--- config.mk ---
export PLATFORM = sky130hd
export DESIGN_NAME = usu_top
export DESIGN_NICKNAME = d
export VERILOG_FILES = /design/src/hw/usu_buf2.v /design/src/hw/usu_top.v
export VERILOG_INCLUDE_DIRS = /design/src /design/src/pkg
export SDC_FILE = /design/constraint.sdc
export NUM_CORES = 1
export LEC_CHECK = 0
export BUFFER_PORTS_ARGS = -buffer_cell sky130_fd_sc_hd__buf_4
export CAP_MARGIN = 15
export CORE_MARGIN = 2
export CORE_UTILIZATION = 40
export DETAILED_ROUTE_END_ITERATION = 12
export HOLD_SLACK_MARGIN = 0.06
export PLACE_DENSITY_LB_ADDON = 0.25
export SYNTH_ARGS = -nofsm -noshare
export SYNTH_HDL_FRONTEND = slang
export SYNTH_SLANG_ARGS = --single-unit
--- constraint.sdc ---
create_clock -name clk_sys -period 2.38 [get_ports clk_sys]
set_input_delay 0.119 -clock clk_sys [delete_from_list [all_inputs] [get_ports clk_sys]]
set_output_delay 0.119 -clock clk_sys [all_outputs]
set_load 0.02 [all_outputs]
--- src/pkg/usu_defines.vh ---
// Constants for the universal serial shift unit
`ifndef USU_DEFINES_VH
`define USU_DEFINES_VH
// ************************************************************
// Widths
// ************************************************************
`define USU_DATA_W 8
`define USU_CNT_W 4
`define USU_CNT_MAX 4'hf
`define USU_DATA_RST 8'h00
`define USU_CNT_RST 4'h0
// ************************************************************
// Wire modes
// ************************************************************
`define USU_WM_NONE 2'h0
`define USU_WM_THREE 2'h1
`define USU_WM_TWO 2'h2
`define USU_WM_TWO_HOLD 2'h3
// ************************************************************
// Receive buffer
// ************************************************************
`define USU_BUF_DEPTH 2
`endif

--- src/hw/usu_buf2.v ---
// Two-entry valid/ready buffer for completed bytes
`timescale 1ns/1ps
`default_nettype none
module usu_buf2 #(
  parameter WIDTH = 8
) (
  input wire clk_sys,
  input wire nrst,
  input wire in_valid,
  output wire in_ready,
  input wire [WIDTH-1:0] in_data,
  output wire out_valid,
  input wire out_ready,
  output wire [WIDTH-1:0] out_data
);
  // ************************************************************
  // Storage: head entry feeds the output, tail entry catches a stall
  // ************************************************************
  reg [WIDTH-1:0] head_reg;
  reg [WIDTH-1:0] tail_reg;
  reg head_full_reg;
  reg tail_full_reg;
  wire push;
  wire pop;

  assign in_ready = ~tail_full_reg;
  assign out_valid = head_full_reg;
  assign out_data = head_reg;
  assign push = in_valid & ~tail_full_reg;
  assign pop = head_full_reg & out_ready;

  always @(posedge clk_sys or negedge nrst) begin
    if (!nrst) begin
      head_reg <= {WIDTH{1'b0}};
      tail_reg <= {WIDTH{1'b0}};
      head_full_reg <= 1'b0;
      tail_full_reg <= 1'b0;
    end else begin
      if (pop) begin
        if (tail_full_reg) begin
          head_reg <= tail_reg;
          tail_full_reg <= 1'b0;
          if (push) begin
            tail_reg <= in_data;
            tail_full_reg <= 1'b1;
          end
        end else if (push) begin
          head_reg <= in_data;
        end else begin
          head_full_reg <= 1'b0;
        end
      end else if (push) begin
        if (head_full_reg) begin
          tail_reg <= in_data;
          tail_full_reg <= 1'b1;
        end else begin
          head_reg <= in_data;
          head_full_reg <= 1'b1;
        end
      end
    end
  end
endmodule
`default_nettype wire

--- src/hw/usu_top.v ---
// Universal serial shift unit: shift register, edge counter, pins
// Function
// - Eight-bit shift register, direct access, unbuffered
// - Register MSB drives pin chosen by mode
// - Latch moves output on opposite pin clock edge; internal clocks keep it open
// - Serial input always from data input pin
// - Four-bit counter, shared clock, overflow request
// - External clock counts both edges
// - Clock from pin, timer match, software
// - Start condition flag; hold clock low
// - Three-wire SPI mode 0/1, no select
// - Byte exchanged after eight clocks, flag
// - Toggle strobe or port toggles clock
// - Edge select picks sample/shift edges
// - One bit shifted per clock cycle
// - Sixteen edges overflow; wakes idle processor
// - Two-wire start can wake all sleeps
// - Status write clears flag, loads counter
// - Toggle strobe toggles pin, advances counter
// - Alternating writes give half-rate clock
// - Register write beats simultaneous shift
// - Shift by pin, timer or strobe
`timescale 1ns/1ps
`default_nettype none
`include "usu_defines.vh"
module usu_top #(
  parameter DATA_W = `USU_DATA_W,
  parameter CNT_W = `USU_CNT_W
) (
  input wire clk_sys,
  input wire nrst,
  input wire [1:0] wire_mode_select,
  input wire clock_source_select,
  input wire clock_edge_select,
  input wire clock_toggle_strobe,
  input wire shift_clock_strobe,
  input wire timer_match,
  input wire port_clock_toggle,
  input wire clock_drive_enable,
  input wire data_drive_enable,
  input wire data_wr,
  input wire [DATA_W-1:0] data_wdata,
  input wire status_wr,
  input wire status_clear_ovf,
  input wire status_clear_start,
  input wire [CNT_W-1:0] status_cnt_value,
  input wire serial_data_input_pin,
  input wire serial_clock_pin_in,
  output reg serial_clock_pin_out,
  output reg serial_clock_pin_oe_n,
  output reg data_out_pin,
  output reg data_out_pin_oe_n,
  output reg sda_pin_oe_n,
  output reg [DATA_W-1:0] shift_data_register,
  output reg [CNT_W-1:0] counter_value,
  output reg counter_overflow_flag,
  output reg start_condition_flag,
  output reg wake_request,
  output reg rx_valid,
  output reg [DATA_W-1:0] rx_data,
  input wire rx_ready
);
  // ************************************************************
  // Pin synchronisers: change counts when stages two and three agree
  // ************************************************************
  reg [2:0] sck_sync_reg;
  reg [2:0] di_sync_reg;
  reg sck_stable_reg;
  reg di_stable_reg;
  always @(posedge clk_sys or negedge nrst) begin
    if (!nrst) begin
      sck_sync_reg <= 3'h0;
      di_sync_reg <= 3'h0;
      sck_stable_reg <= 1'b0;
      di_stable_reg <= 1'b0;
    end else begin
      sck_sync_reg <= {sck_sync_reg[1:0], serial_clock_pin_in};
      di_sync_reg <= {di_sync_reg[1:0], serial_data_input_pin};
      if (sck_sync_reg[1] == sck_sync_reg[2])
        sck_stable_reg <= sck_sync_reg[2];
      if (di_sync_reg[1] == di_sync_reg[2])
        di_stable_reg <= di_sync_reg[2];
    end
  end
  wire sck_rise;
  wire sck_fall;
  assign sck_rise = (sck_sync_reg[2] == sck_sync_reg[1]) & sck_sync_reg[2] & ~sck_stable_reg;
  assign sck_fall = (sck_sync_reg[2] == sck_sync_reg[1]) & ~sck_sync_reg[2] & sck_stable_reg;
  // ************************************************************
  // Clock source selection
  // ************************************************************
  wire two_wire;
  wire three_wire;
  wire stall;
  wire sample_edge;
  wire shift_evt;
  wire count_evt;
  wire toggle_evt;
  wire setup_level;
  reg push_pend_reg;
  wire buf_in_ready;
  assign two_wire = wire_mode_select[1];
  assign three_wire = (wire_mode_select == `USU_WM_THREE);
  // Internal sources wait while a finished byte cannot enter the buffer;
  // external edges cannot be stalled, so a late reader only loses a copy
  assign stall = push_pend_reg & ~buf_in_ready;
  // Edge select: 0 samples on rise, 1 on fall
  assign sample_edge = clock_edge_select ? sck_fall : sck_rise;
  assign shift_evt = clock_source_select ? sample_edge :
                     (clock_edge_select ? (timer_match & ~stall) :
                     (shift_clock_strobe & ~stall));
  // External clock counts every edge unless counting on the toggle strobe
  assign count_evt = clock_source_select ?
                     (shift_clock_strobe ? (clock_toggle_strobe & ~stall) :
                     (sck_rise | sck_fall)) : shift_evt;
  assign toggle_evt = clock_toggle_strobe | port_clock_toggle;
  assign setup_level = clock_edge_select;
  // ************************************************************
  // Shift register and output latch
  // ************************************************************
  reg out_latch_reg;
  always @(posedge clk_sys or negedge nrst) begin
    if (!nrst) begin
      shift_data_register <= `USU_DATA_RST;
      out_latch_reg <= 1'b0;
    end else begin
      if (data_wr)
        shift_data_register <= data_wdata;
      else if (shift_evt)
        shift_data_register <= {shift_data_register[DATA_W-2:0], di_stable_reg};
      // Pin clock: latch open only in the setup phase, so the pin moves opposite the sample edge; internal clocks keep it open
      if (!clock_source_select || (sck_stable_reg == setup_level))
        out_latch_reg <= shift_data_register[DATA_W-1];
    end
  end
  // ************************************************************
  // Edge counter and flags
  // ************************************************************
  wire sda_fall;
  reg sda_prev_reg;
  wire start_det;
  wire ovf_evt;
  assign sda_fall = sda_prev_reg & ~di_stable_reg;
  assign start_det = two_wire & sda_fall & sck_stable_reg;
  assign ovf_evt = count_evt & (counter_value == `USU_CNT_MAX) & ~(status_wr);
  always @(posedge clk_sys or negedge nrst) begin
    if (!nrst) begin
      counter_value <= `USU_CNT_RST;
      counter_overflow_flag <= 1'b0;
      start_condition_flag <= 1'b0;
      sda_prev_reg <= 1'b0;
      wake_request <= 1'b0;
    end else begin
      sda_prev_reg <= di_stable_reg;
      if (status_wr)
        counter_value <= status_cnt_value;
      else if (count_evt)
        counter_value <= counter_value + {{(CNT_W-1){1'b0}}, 1'b1};
      // Start set beats its clear; a status write blocks the overflow set, so that clear wins
      if (ovf_evt)
        counter_overflow_flag <= 1'b1;
      else if (status_wr && status_clear_ovf)
        counter_overflow_flag <= 1'b0;
      if (start_det)
        start_condition_flag <= 1'b1;
      else if (status_wr && status_clear_start)
        start_condition_flag <= 1'b0;
      wake_request <= ovf_evt | counter_overflow_flag | start_det | start_condition_flag;
    end
  end
  // ************************************************************
  // Completed byte capture into the buffer
  // ************************************************************
  reg [DATA_W-1:0] push_data_reg;
  wire buf_out_valid;
  wire [DATA_W-1:0] buf_out_data;
  wire buf_pop;
  reg out_hold_reg;
  always @(posedge clk_sys or negedge nrst) begin
    if (!nrst) begin
      push_pend_reg <= 1'b0;
      push_data_reg <= `USU_DATA_RST;
    end else begin
      if (ovf_evt) begin
        push_pend_reg <= 1'b1;
        push_data_reg <= shift_evt ?
          {shift_data_register[DATA_W-2:0], di_stable_reg} : shift_data_register;
      end else if (buf_in_ready) begin
        push_pend_reg <= 1'b0;
      end
    end
  end
  usu_buf2 #(
    .WIDTH(DATA_W)
  ) u_buf (
    .clk_sys(clk_sys),
    .nrst(nrst),
    .in_valid(push_pend_reg),
    .in_ready(buf_in_ready),
    .in_data(push_data_reg),
    .out_valid(buf_out_valid),
    .out_ready(buf_pop),
    .out_data(buf_out_data)
  );
  // Output stage registered; pops only when the register is empty or taken
  assign buf_pop = buf_out_valid & (~out_hold_reg | rx_ready);
  always @(posedge clk_sys or negedge nrst) begin
    if (!nrst) begin
      out_hold_reg <= 1'b0;
      rx_valid <= 1'b0;
      rx_data <= `USU_DATA_RST;
    end else begin
      if (buf_pop) begin
        out_hold_reg <= 1'b1;
        rx_valid <= 1'b1;
        rx_data <= buf_out_data;
      end else if (rx_ready) begin
        out_hold_reg <= 1'b0;
        rx_valid <= 1'b0;
      end
    end
  end
  // ************************************************************
  // Pin drivers
  // ************************************************************
  wire hold_low;
  // Two-wire wait states: after a start, or after overflow in hold mode
  assign hold_low = two_wire & (start_condition_flag |
                    ((wire_mode_select == `USU_WM_TWO_HOLD) & counter_overflow_flag));
  always @(posedge clk_sys or negedge nrst) begin
    if (!nrst) begin
      serial_clock_pin_out <= 1'b0;
      serial_clock_pin_oe_n <= 1'b1;
      data_out_pin <= 1'b0;
      data_out_pin_oe_n <= 1'b1;
      sda_pin_oe_n <= 1'b1;
    end else begin
      if (toggle_evt)
        serial_clock_pin_out <= ~serial_clock_pin_out;
      if (two_wire)
        serial_clock_pin_oe_n <= ~(hold_low | (clock_drive_enable & ~serial_clock_pin_out));
      else
        serial_clock_pin_oe_n <= ~clock_drive_enable;
      data_out_pin <= out_latch_reg;
      data_out_pin_oe_n <= ~(three_wire & data_drive_enable);
      // Open drain: pull the data line low only for a zero
      sda_pin_oe_n <= ~(two_wire & data_drive_enable & ~out_latch_reg);
    end
  end
endmodule
`default_nettype wire

==> impl_metrics.env, run 1 <==
export IMPL_status="finished clean"
export IMPL_firstDrtPassIters=5
export IMPL_antennaDiodeCount=0
export IMPL_h_tree_depth=3
export IMPL_worst_pin_slew_ps=823
export IMPL_synthToLayoutAreaGrowth_pct=34.8
export IMPL_whs_endpoint="start_condition_flag"
export IMPL_synth_cells=210
export IMPL_die_y_um=87.9
export IMPL_dp_hpwl_um=3730
export IMPL_slew_violations=0
export IMPL_use_met3_pct=5.00
export IMPL_clk_path_buf_depth=2
export IMPL_dr_first_iter_drc_count=64
export IMPL_yosysTopAreaCellShare_pct=56.0
export IMPL_initial_core_util_pct=41.5
export IMPL_syn_avg_cell_area_um2=13.4
export IMPL_port_buffers=59
export IMPL_synthTopCellsByArea="dfrtp_1 56%, mux2_2 15%, mux2i_1 2.8%"
export IMPL_yosys_top_cells_count="63 x dfrtp_1, 38 x mux2_2, 11 x nand2_1"
export IMPL_gp_congestion=0.747
export IMPL_use_met1_pct=20.1
export IMPL_grt_usage_pct=15.2
export IMPL_grt_max_degree=67
export IMPL_fin_tns_setup_ps=0
export IMPL_clk_pin_slew_ps=70
export IMPL_syn_cell_area_um2=2820
export IMPL_syn_num_nets=244
export IMPL_hp_class="in -> reg"
export IMPL_fmax_mhz=449
export IMPL_worstSetupPathType="reg -> reg"
export IMPL_critPathLaunchType="register"
export IMPL_cts_root_buf="clkbuf_8"
export IMPL_yosysSeqAreaShare_pct=58.8
export IMPL_setup_viol=0
export IMPL_endpoint_kind="register"
export IMPL_synth_area_leader_cell="dfrtp_1"
export IMPL_wl_per_cell_um=13.5
export IMPL_clk_insertion_delay_late_ps=340
export IMPL_drive_gt1_share_pct=42.8
export IMPL_synth_most_common_cell="dfrtp_1"
export IMPL_vias=1965
export IMPL_worstPathMaxFanout=5
export IMPL_ys_types=40
export IMPL_maxCapViolCount=0
export IMPL_power_density_nw_per_um2=851
export IMPL_post_cts_resized=0
export IMPL_gr_max_usage_layer="met2"
export IMPL_hold_viol=0
export IMPL_vias_per_cell=4.91
export IMPL_grt_overflow_total=0
export IMPL_whs_ps=80.6
export IMPL_ant_nets=0
export IMPL_ioPinCount=60
export IMPL_finalCriticalPeriod_ps=2230
export IMPL_synthArstFlopShare_pct=100
export IMPL_synth_main_ff_cell="dfrtp_1"
export IMPL_nets=333
export IMPL_ys_seq_elements=66
export IMPL_cp_required_ps=2650
export IMPL_die_w_um=87.9
export IMPL_cts_tree="built"
export IMPL_rsz0062_at_grt="no"
export IMPL_r2r_end="counter_value[0]"
export IMPL_r2r_start="sck_sync_reg[1]"
export IMPL_p_leak_nw=1.86
export IMPL_clock_skew_ps=9.32
export IMPL_reg2reg_depth=7
export IMPL_wl_um=5400
export IMPL_post_cts_buffers=0
export IMPL_synth_edff_count=0
export IMPL_numCtsBuffers=9
export IMPL_row_count=30
export IMPL_hold_path_depth=3
export IMPL_power_w=0.00323
export IMPL_cp_data_arrival_time_ps=2500
export IMPL_die_area_um2=7730
export IMPL_peakVddDrop_v=0.000489
export IMPL_grt_pass1_vias=1889
export IMPL_max_slew_margin_pct=45.2
export IMPL_antenna_found_initial=0
export IMPL_coreArea_um2=6790
export IMPL_hold_start="status_clear_start"
export IMPL_grt_pass1_wl_um=8870
export IMPL_met2_usage_pct=23.0
export IMPL_post_route_period_util_pct=93.5
export IMPL_reg2reg_slack_ps=150
export IMPL_drc_errors=0
export IMPL_yosys_warnings=0
export IMPL_cts_sinks=66
==> power by group <==
group	leakage (nW)	internal (W)	switching, W
clock	0.0945	0.000511	0.000430
sequential	0.831	0.00136	0.000157
combinational	0.935	0.000419	0.000348
total	1.86	0.00229	0.000935
==> logic make-up after synthesis <==
group                    count (synthesis)  share of synthesized area, %
flip-flops                              66                          58.8
multiplexers                            51                          20.7
AND/OR/NAND/NOR                         47                          9.02
AO/OA/AOI/OAI                           30                          7.51
buffers and inverters                   10                          1.69
adder cells (fa/ha/maj)                  4                          1.69
XOR/XNOR                                 2                         0.622
==> what timing repair did <==
item | CTS | global route
endpoints found under the hold margin | 81 | 0
hold buffers | 23 | 0
endpoints found under the setup margin | 0 | 0
==> cell usage in the layout (no fill, tap or decap), types with 2 or more instances in the layout <==
cell and count:
a21o_1 5, a21oi_1 10, a22oi_1 3, buf_4 61, clkbuf_8 10, clkinvlp_4 3
dfrtp_1 63, dfstp_2 3, dlygate4sd3_1 23, ha_1 3, inv_1 4, mux2_2 38
mux2_4 5, mux2i_1 8, nand2_1 11, nand2b_1 3, nand3_1 7, nand3b_1 2
nand4_1 2, nor2_1 10, nor2b_1 2, nor3_1 2, nor3b_1 2, o21ai_0 5
==> routing by layer <==
layer	up-vias	share of wire (%)
li1	932	-
met1	974	47
met2	52	46
met3	7	5.5
met4	0	1.4
met5	-	0
==> critical path: stages (launching register included) <==
cell	delay [ps]
dfrtp_1	370
inv_1	50
ha_1	200
mux2_4	270
a32oi_2	320
a21boi_0	140
o31ai_1	230
dlygate4sd3_1	590
==> worst max-delay path by stage <==
stage                          from                     end  slack [ps]  cells past startpoint
global route        sck_sync_reg[1]        counter_value[0]          30                      7
finish              sck_sync_reg[1]        counter_value[0]         150                      7
CTS                 sck_sync_reg[1]        counter_value[0]         160                      7
floorplan           sck_sync_reg[1]  shift_data_register[2]         460                      6
detailed placement  sck_sync_reg[1]        push_data_reg[4]         270                      6
global placement    sck_sync_reg[1]        push_data_reg[3]         290                      6
==> per-stage QoR <==
stage               cell area, µm²  cells  setup WS (ps)  utilization, %
CTS                           3800    400            162            55.9
finish                        3800    400            155            55.9
global placement              3360    361            295            49.5
detailed placement            3360    361            270            49.5
global route                  3800    400           31.0            55.9
floorplan                     2820    210            456               -
==> layout make-up <==
| class | count | area [µm²] |
|---|---|---|
| clock inverter | 6 | 66.3 |
| inverter | 4 | 15.0 |
| multi-input combinational | 134 | 1110 |
| clock buffer | 10 | 138 |
| fill | 583 | 3000 |
| sequential | 66 | 1660 |
| tap | 96 | 120 |
| timing repair buffer | 84 | 688 |
Power figures use the tool's default switching activity.
==> inputs of run 2 (changes only) <==
- ABC_AREA: not set -> 1
==> run 2 against run 1 <==
Effect of this change: utilization increased by 0.074 points; clock skew grew 1.4 ps; non-clock buffer count increased by 4; largest power group unchanged.
==> impl_metrics.env, run 2 <==
export IMPL_wl_per_cell_um=11.0
export IMPL_critical_path_cell_chain="a21oi_1 > nand2_1 > nand2_1 > nand2_1 > nand2_1 > nand2_1"
export IMPL_peakVddDrop_v=0.000405
export IMPL_ctsHoldBuffers=29
export IMPL_syn_num_nets=360
export IMPL_ant_nets=0
export IMPL_initial_core_util_pct=41.4
export IMPL_clock_skew_ps=10.7
export IMPL_firstDrtPassIters=4
export IMPL_drive_gt1_share_pct=19.4
export IMPL_syn_avg_cell_area_um2=8.62
export IMPL_hp_class="in -> reg"
export IMPL_regArea_um2=1660
export IMPL_post_route_period_util_pct=65.0
export IMPL_antennaDiodeCount=0
export IMPL_ys_types=24
export IMPL_cp_buffers_inverters=0
export IMPL_dr_first_iter_drc_count=95
export IMPL_fill_cells=631
export IMPL_drc_errors=0
export IMPL_row_count=30
export IMPL_setup_viol=0
export IMPL_grt_pass1_vias=2383
export IMPL_clk_pin_slew_ps=70
export IMPL_cts_tree="built"
export IMPL_grt_usage_pct=17.0
export IMPL_numCtsBuffers=9
export IMPL_syn_cell_area_um2=2810
export IMPL_gp_congestion=0.779
export IMPL_max_slew_margin_pct=47.5
export IMPL_worst_pin_slew_ps=788
export IMPL_multi_input_area_um2=1010
export IMPL_status="finished clean"
export IMPL_die_w_um=87.8
export IMPL_fin_tns_setup_ps=0
export IMPL_yosys_warnings=0
export IMPL_worstPathMaxFanout=12
export IMPL_synth_area_leader_cell="dfrtp_1"
export IMPL_port_buffers=59
export IMPL_finalCriticalPeriod_ps=1550
export IMPL_synth_cells=326
export IMPL_die_y_um=87.8
export IMPL_cts_root_buf="clkbuf_8"
export IMPL_clk_path_buf_depth=2
export IMPL_worstSetupPathType="reg -> reg"
export IMPL_cts_sinks=66
export IMPL_fmax_mhz=646
export IMPL_cp_slowest_stage_delay_ps=410
export IMPL_rsz0062_at_grt="no"
export IMPL_die_area_um2=7710
export IMPL_synthToLayoutAreaGrowth_pct=35.2
export IMPL_yosys_top_cells_count="133 x nand2_1, 63 x dfrtp_1, 31 x o21ai_0"
export IMPL_vias=2349
export IMPL_nets=451
export IMPL_power_density_nw_per_um2=798
export IMPL_p_leak_nw=2.02
export IMPL_crit_family="simple AND/OR/NAND/NOR gates"
export IMPL_vias_per_cell=4.53
export IMPL_yosysSeqAreaShare_pct=58.9
export IMPL_critPathLaunchType="register"
export IMPL_final_common_cell="nand2_1"
export IMPL_coreArea_um2=6790
export IMPL_wl_um=5710
export IMPL_yosysTopAreaCellShare_pct=56.1
export IMPL_cp_slowest_cell="dfrtp_1"
export IMPL_final_cell_mix="133 x nand2_1, 63 x dfrtp_1, 59 x buf_4, 31 x o21ai_0, 29 x dlygate4sd3_1"
export IMPL_crit_path_frequent_cell="nand2_1"
export IMPL_hold_viol=0
export IMPL_synth_most_common_cell="nand2_1"
export IMPL_synthTopCellsByArea="dfrtp_1 56%, nand2_1 18%, o21ai_0 5.5%"
export IMPL_cp_required_ps=2610
export IMPL_cp_data_arrival_time_ps=1770
export IMPL_post_cts_buffers=0
export IMPL_whs_ps=65.9
export IMPL_post_cts_resized=0
export IMPL_ys_seq_elements=66
export IMPL_grt_max_degree=67
export IMPL_ioPinCount=60
export IMPL_antenna_found_initial=0
export IMPL_clk_insertion_delay_late_ps=340
export IMPL_dp_hpwl_um=3900
export IMPL_endpoint_kind="register"
export IMPL_synth_edff_count=0
export IMPL_grt_pass1_wl_um=10100
export IMPL_slew_violations=0
export IMPL_h_tree_depth=3
export IMPL_maxCapViolCount=0
export IMPL_finish_utilization_pct=55.9
export IMPL_synthArstFlopShare_pct=100
export IMPL_synth_main_ff_cell="dfrtp_1"
export IMPL_grt_overflow_total=0
[run 2: changes by cell type after synthesis, sizes merged, moves of 3 or more]
cell and delta:
a21o -5, o21ai +27, mux2i -8, nand3 +11
nor2 +8, a22oi -3, nand2b -3, a21oi -7
mux2 -43, nand2 +124, inv +23, o22ai +9
[run 2: cell families after synthesis]
| family | Yosys count | share of synthesized area (%) |
|---|---|---|
| compound gates | 45 | 8.81 |
| fa+ha+maj | 4 | 1.69 |
| flops | 66 | 58.9 |
| simple gates | 175 | 25.1 |
| buf+inv | 35 | 5.21 |
| xor+xnor | 1 | 0.312 |
[run 2: worst paths after layout]
kind	from	end	slack (ps)	cells after the start
max in group asynchronous	nrst	shift_data_register[4]	1460	2
min in group asynchronous	nrst	u_buf.out_data[1]	410	2
worst max register to register	u_buf.tail_full_reg	push_data_reg[5]	830	6
worst max-delay path	u_buf.tail_full_reg	push_data_reg[5]	830	6
worst min register to register	di_sync_reg[0]	di_sync_reg[1]	350	0
worst min-delay path	data_wr	shift_data_register[2]	70	3
[run 2: area by class of cell]
class                      count  share of cell area, %
clock buffer                  13                   3.65
sequential                    66                   43.5
multi-input combinational    225                   26.6
timing repair buffer          88                   19.3
inverter                      27                   2.67
clock inverter                 3                   1.12
tap                           96                   3.16
[run 2: worst min-delay path, cell delays in order]
cell	delay [ps]
buf_4	130
nand2_1	60
nand2_1	50
[run 2: per-layer routing]
metal,up-vias,part of all wire [%],wire (µm),track usage (%)
met5,-,0,0,0
li1,1213,-,-,-
met1,1071,45,2570,19.9
met4,0,1.3,76,5.31
met2,58,48,2730,29.1
met3,7,5.9,339,6.31
[run 2: per-stage QoR]
| step | power, W | cells | setup WS [ps] | instance area, µm² |
|---|---|---|---|---|
| after global placement | 0.00212 | 473 | 908 | 3330 |
| after CTS | 0.00306 | 518 | 822 | 3800 |
| after floorplan | 0.00182 | 326 | 981 | 2810 |
| final | 0.00303 | 518 | 832 | 3800 |
| after detailed placement | 0.00214 | 473 | 839 | 3330 |
| after global routing | 0.00321 | 518 | 613 | 3800 |
[run 2: where the power goes]
group          switching (W)  total, W  internal [W]
Combinational       0.000386  0.000715      0.000329
Sequential          0.000120   0.00144       0.00132
Clock               0.000396  0.000880      0.000484
Total               0.000902   0.00303       0.00213
==> inputs of run 3 (changes only) <==
- clock period: 2.38 -> 1.3 ns (I/O delays scaled with it)
==> run 3 against run 2 <==
Effect of this change: the run now ends with negative setup slack left; worst hold slack better by 28 ps; sequential power is 83% higher; clock skew is 5.3 ps lower; global-route usage is 0.89 points higher; sequential share of layout area is 3.3 points lower; cell count is 4.1% higher; routed wire length is 14% higher; non-clock buffer count is 18 higher; design area is 8.4% higher; combinational power is 100% higher; largest cell class unchanged; largest power group unchanged.
==> impl_metrics.env, run 3 (same netlist as run 2, synthesis figures left out) <==
export IMPL_row_count=30
export IMPL_setup_viol=23
export IMPL_hp_class="in -> reg"
export IMPL_failed_checks="negative setup slack"
export IMPL_drc_errors=0
export IMPL_status="finished, violations left"
export IMPL_worstPathMaxFanout=8
export IMPL_die_area_um2=7710
export IMPL_final_cell_mix="123 x nand2_1, 67 x buf_4, 61 x dfrtp_1, 36 x dlygate4sd3_1, 30 x o21ai_0"
export IMPL_rsz0062_at_grt="yes"
export IMPL_fmax_mhz=726
export IMPL_drive_gt1_share_pct=27.3
export IMPL_coreArea_um2=6790
export IMPL_grt_pass1_vias=2368
export IMPL_power_density_nw_per_um2=1400
export IMPL_cp_slowest_cell="dfrtp_1"
export IMPL_initial_core_util_pct=41.4
export IMPL_worst_pin_slew_ps=360
export IMPL_numCtsBuffers=9
export IMPL_regArea_um2=1660
export IMPL_clk_insertion_delay_late_ps=330
export IMPL_grt_max_degree=42
export IMPL_cts_root_buf="clkbuf_8"
export IMPL_vias=2510
export IMPL_antenna_found_initial=0
export IMPL_firstDrtPassIters=5
export IMPL_hold_viol=0
export IMPL_max_slew_margin_pct=76.0
export IMPL_worstSetupPathType="reg -> reg"
export IMPL_peakVddDrop_v=0.00104
export IMPL_maxCapViolCount=0
export IMPL_ioPinCount=60
export IMPL_vias_per_cell=4.66
export IMPL_grt_pass1_wl_um=10500
export IMPL_dr_first_iter_drc_count=145
export IMPL_grt_usage_pct=17.9
export IMPL_power_w=0.00578
export IMPL_cp_data_arrival_time_ps=1610
export IMPL_ant_nets=0
export IMPL_dp_slack_ps=-166
export IMPL_clk_path_buf_depth=2
export IMPL_fill_cells=569
export IMPL_hold_path_depth=3
export IMPL_cp_slowest_stage_delay_ps=400
export IMPL_reg2reg_depth=9
export IMPL_design_area_um2=4120
export IMPL_h_tree_depth=3
export IMPL_die_y_um=87.8
export IMPL_place_area_um2=3440
export IMPL_critPathLaunchType="register"
export IMPL_cts_sinks=66
export IMPL_post_route_period_util_pct=106
export IMPL_dp_hpwl_um=4140
export IMPL_clock_skew_ps=5.41
export IMPL_cts_tree="built"
export IMPL_fin_ws_ps=-78.4
export IMPL_antennaDiodeCount=0
export IMPL_multi_input_area_um2=1110
export IMPL_synthToLayoutAreaGrowth_pct=46.6
export IMPL_fin_tns_setup_ps=-1130
export IMPL_final_common_cell="nand2_1"
export IMPL_finish_utilization_pct=60.6
export IMPL_wl_um=6500
export IMPL_endpoint_kind="register"
export IMPL_gp_congestion=0.847
export IMPL_cp_buffers_inverters=0
export IMPL_finalCriticalPeriod_ps=1380
export IMPL_cp_required_ps=1530
export IMPL_die_w_um=87.8
export IMPL_port_buffers=59
export IMPL_slew_violations=0
export IMPL_grt_overflow_total=0
export IMPL_clk_pin_slew_ps=70
export IMPL_p_leak_nw=2.14
export IMPL_critical_path_cell_chain="ha_1 > nand2_1 > nand2_4 > nand2_4 > nand2_4 > nand2_2 > nand2_2 > nand2_1 > nand2_1"
export IMPL_crit_family="simple AND/OR/NAND/NOR gates"
export IMPL_post_cts_buffers=0
export IMPL_path_depth=9
export IMPL_wl_per_cell_um=12.1
export IMPL_nets=472
-- run 3: worst register-to-register path, cell delays in order (launching register included) --
cell	delay (ps)
dfrtp_1	400
ha_1	230
nand2_1	110
nand2_4	80
nand2_4	100
nand2_4	90
nand2_2	80
nand2_2	70
nand2_1	70
nand2_1	50
-- run 3: repair_timing --
item / in CTS / in global routing
gates cloned: 1 / 2
gates resized for setup: 13 / 17
hold endpoints to repair: 88 / 0
setup endpoints to repair: 31 / 47
hold buffers: 36 / 0
pin swaps: 10 / 15
-- run 3: through the flow --
| step | hold slack (ps) | std cells |
|---|---|---|
| 6_report | 93.4 | 539 |
| 5_1_grt | 120 | 539 |
| 4_1_cts | 76.9 | 537 |
| 3_5_place_dp | 6.04 | 484 |
| 3_3_place_gp | 5.62 | 484 |
| 2_1_floorplan | -231 | 326 |
-- run 3: worst paths after layout --
| path | startpoint | slack [ps] | end |
|---|---|---|---|
| worst max-delay path | sck_sync_reg[1] | -80 | shift_data_register[6] |
| worst min-delay path | clock_source_select | 90 | out_latch_reg |
| worst max register to register | sck_sync_reg[1] | -80 | shift_data_register[6] |
| worst min register to register | sck_sync_reg[0] | 350 | sck_sync_reg[1] |
| max in group asynchronous | nrst | 590 | di_sync_reg[2] |
| min in group asynchronous | nrst | 190 | data_out_pin |
-- run 3: where the power goes --
part           switching (W)  internal [W]
combinational       0.000763      0.000664
sequential          0.000224       0.00241
clock               0.000783      0.000936
-- run 3: final cells by class --
type | instances | area share, %
inverter | 27 | 2.64
tap | 96 | 2.92
timing repair inverter | 1 | 0.121
multi-input combinational | 227 | 26.9
clock inverter | 6 | 1.61
timing repair buffer | 106 | 22.2
sequential | 66 | 40.2
clock buffer | 10 | 3.34
-- run 3: layer usage --
metal  vias up  track usage (%)  routed length [µm]
li1       1266                -                   -
met1      1149             21.3                2730
met2        77             29.8                3280
met3        18             4.90                 288
met4         0             9.09                 208
met5         -                0                   0
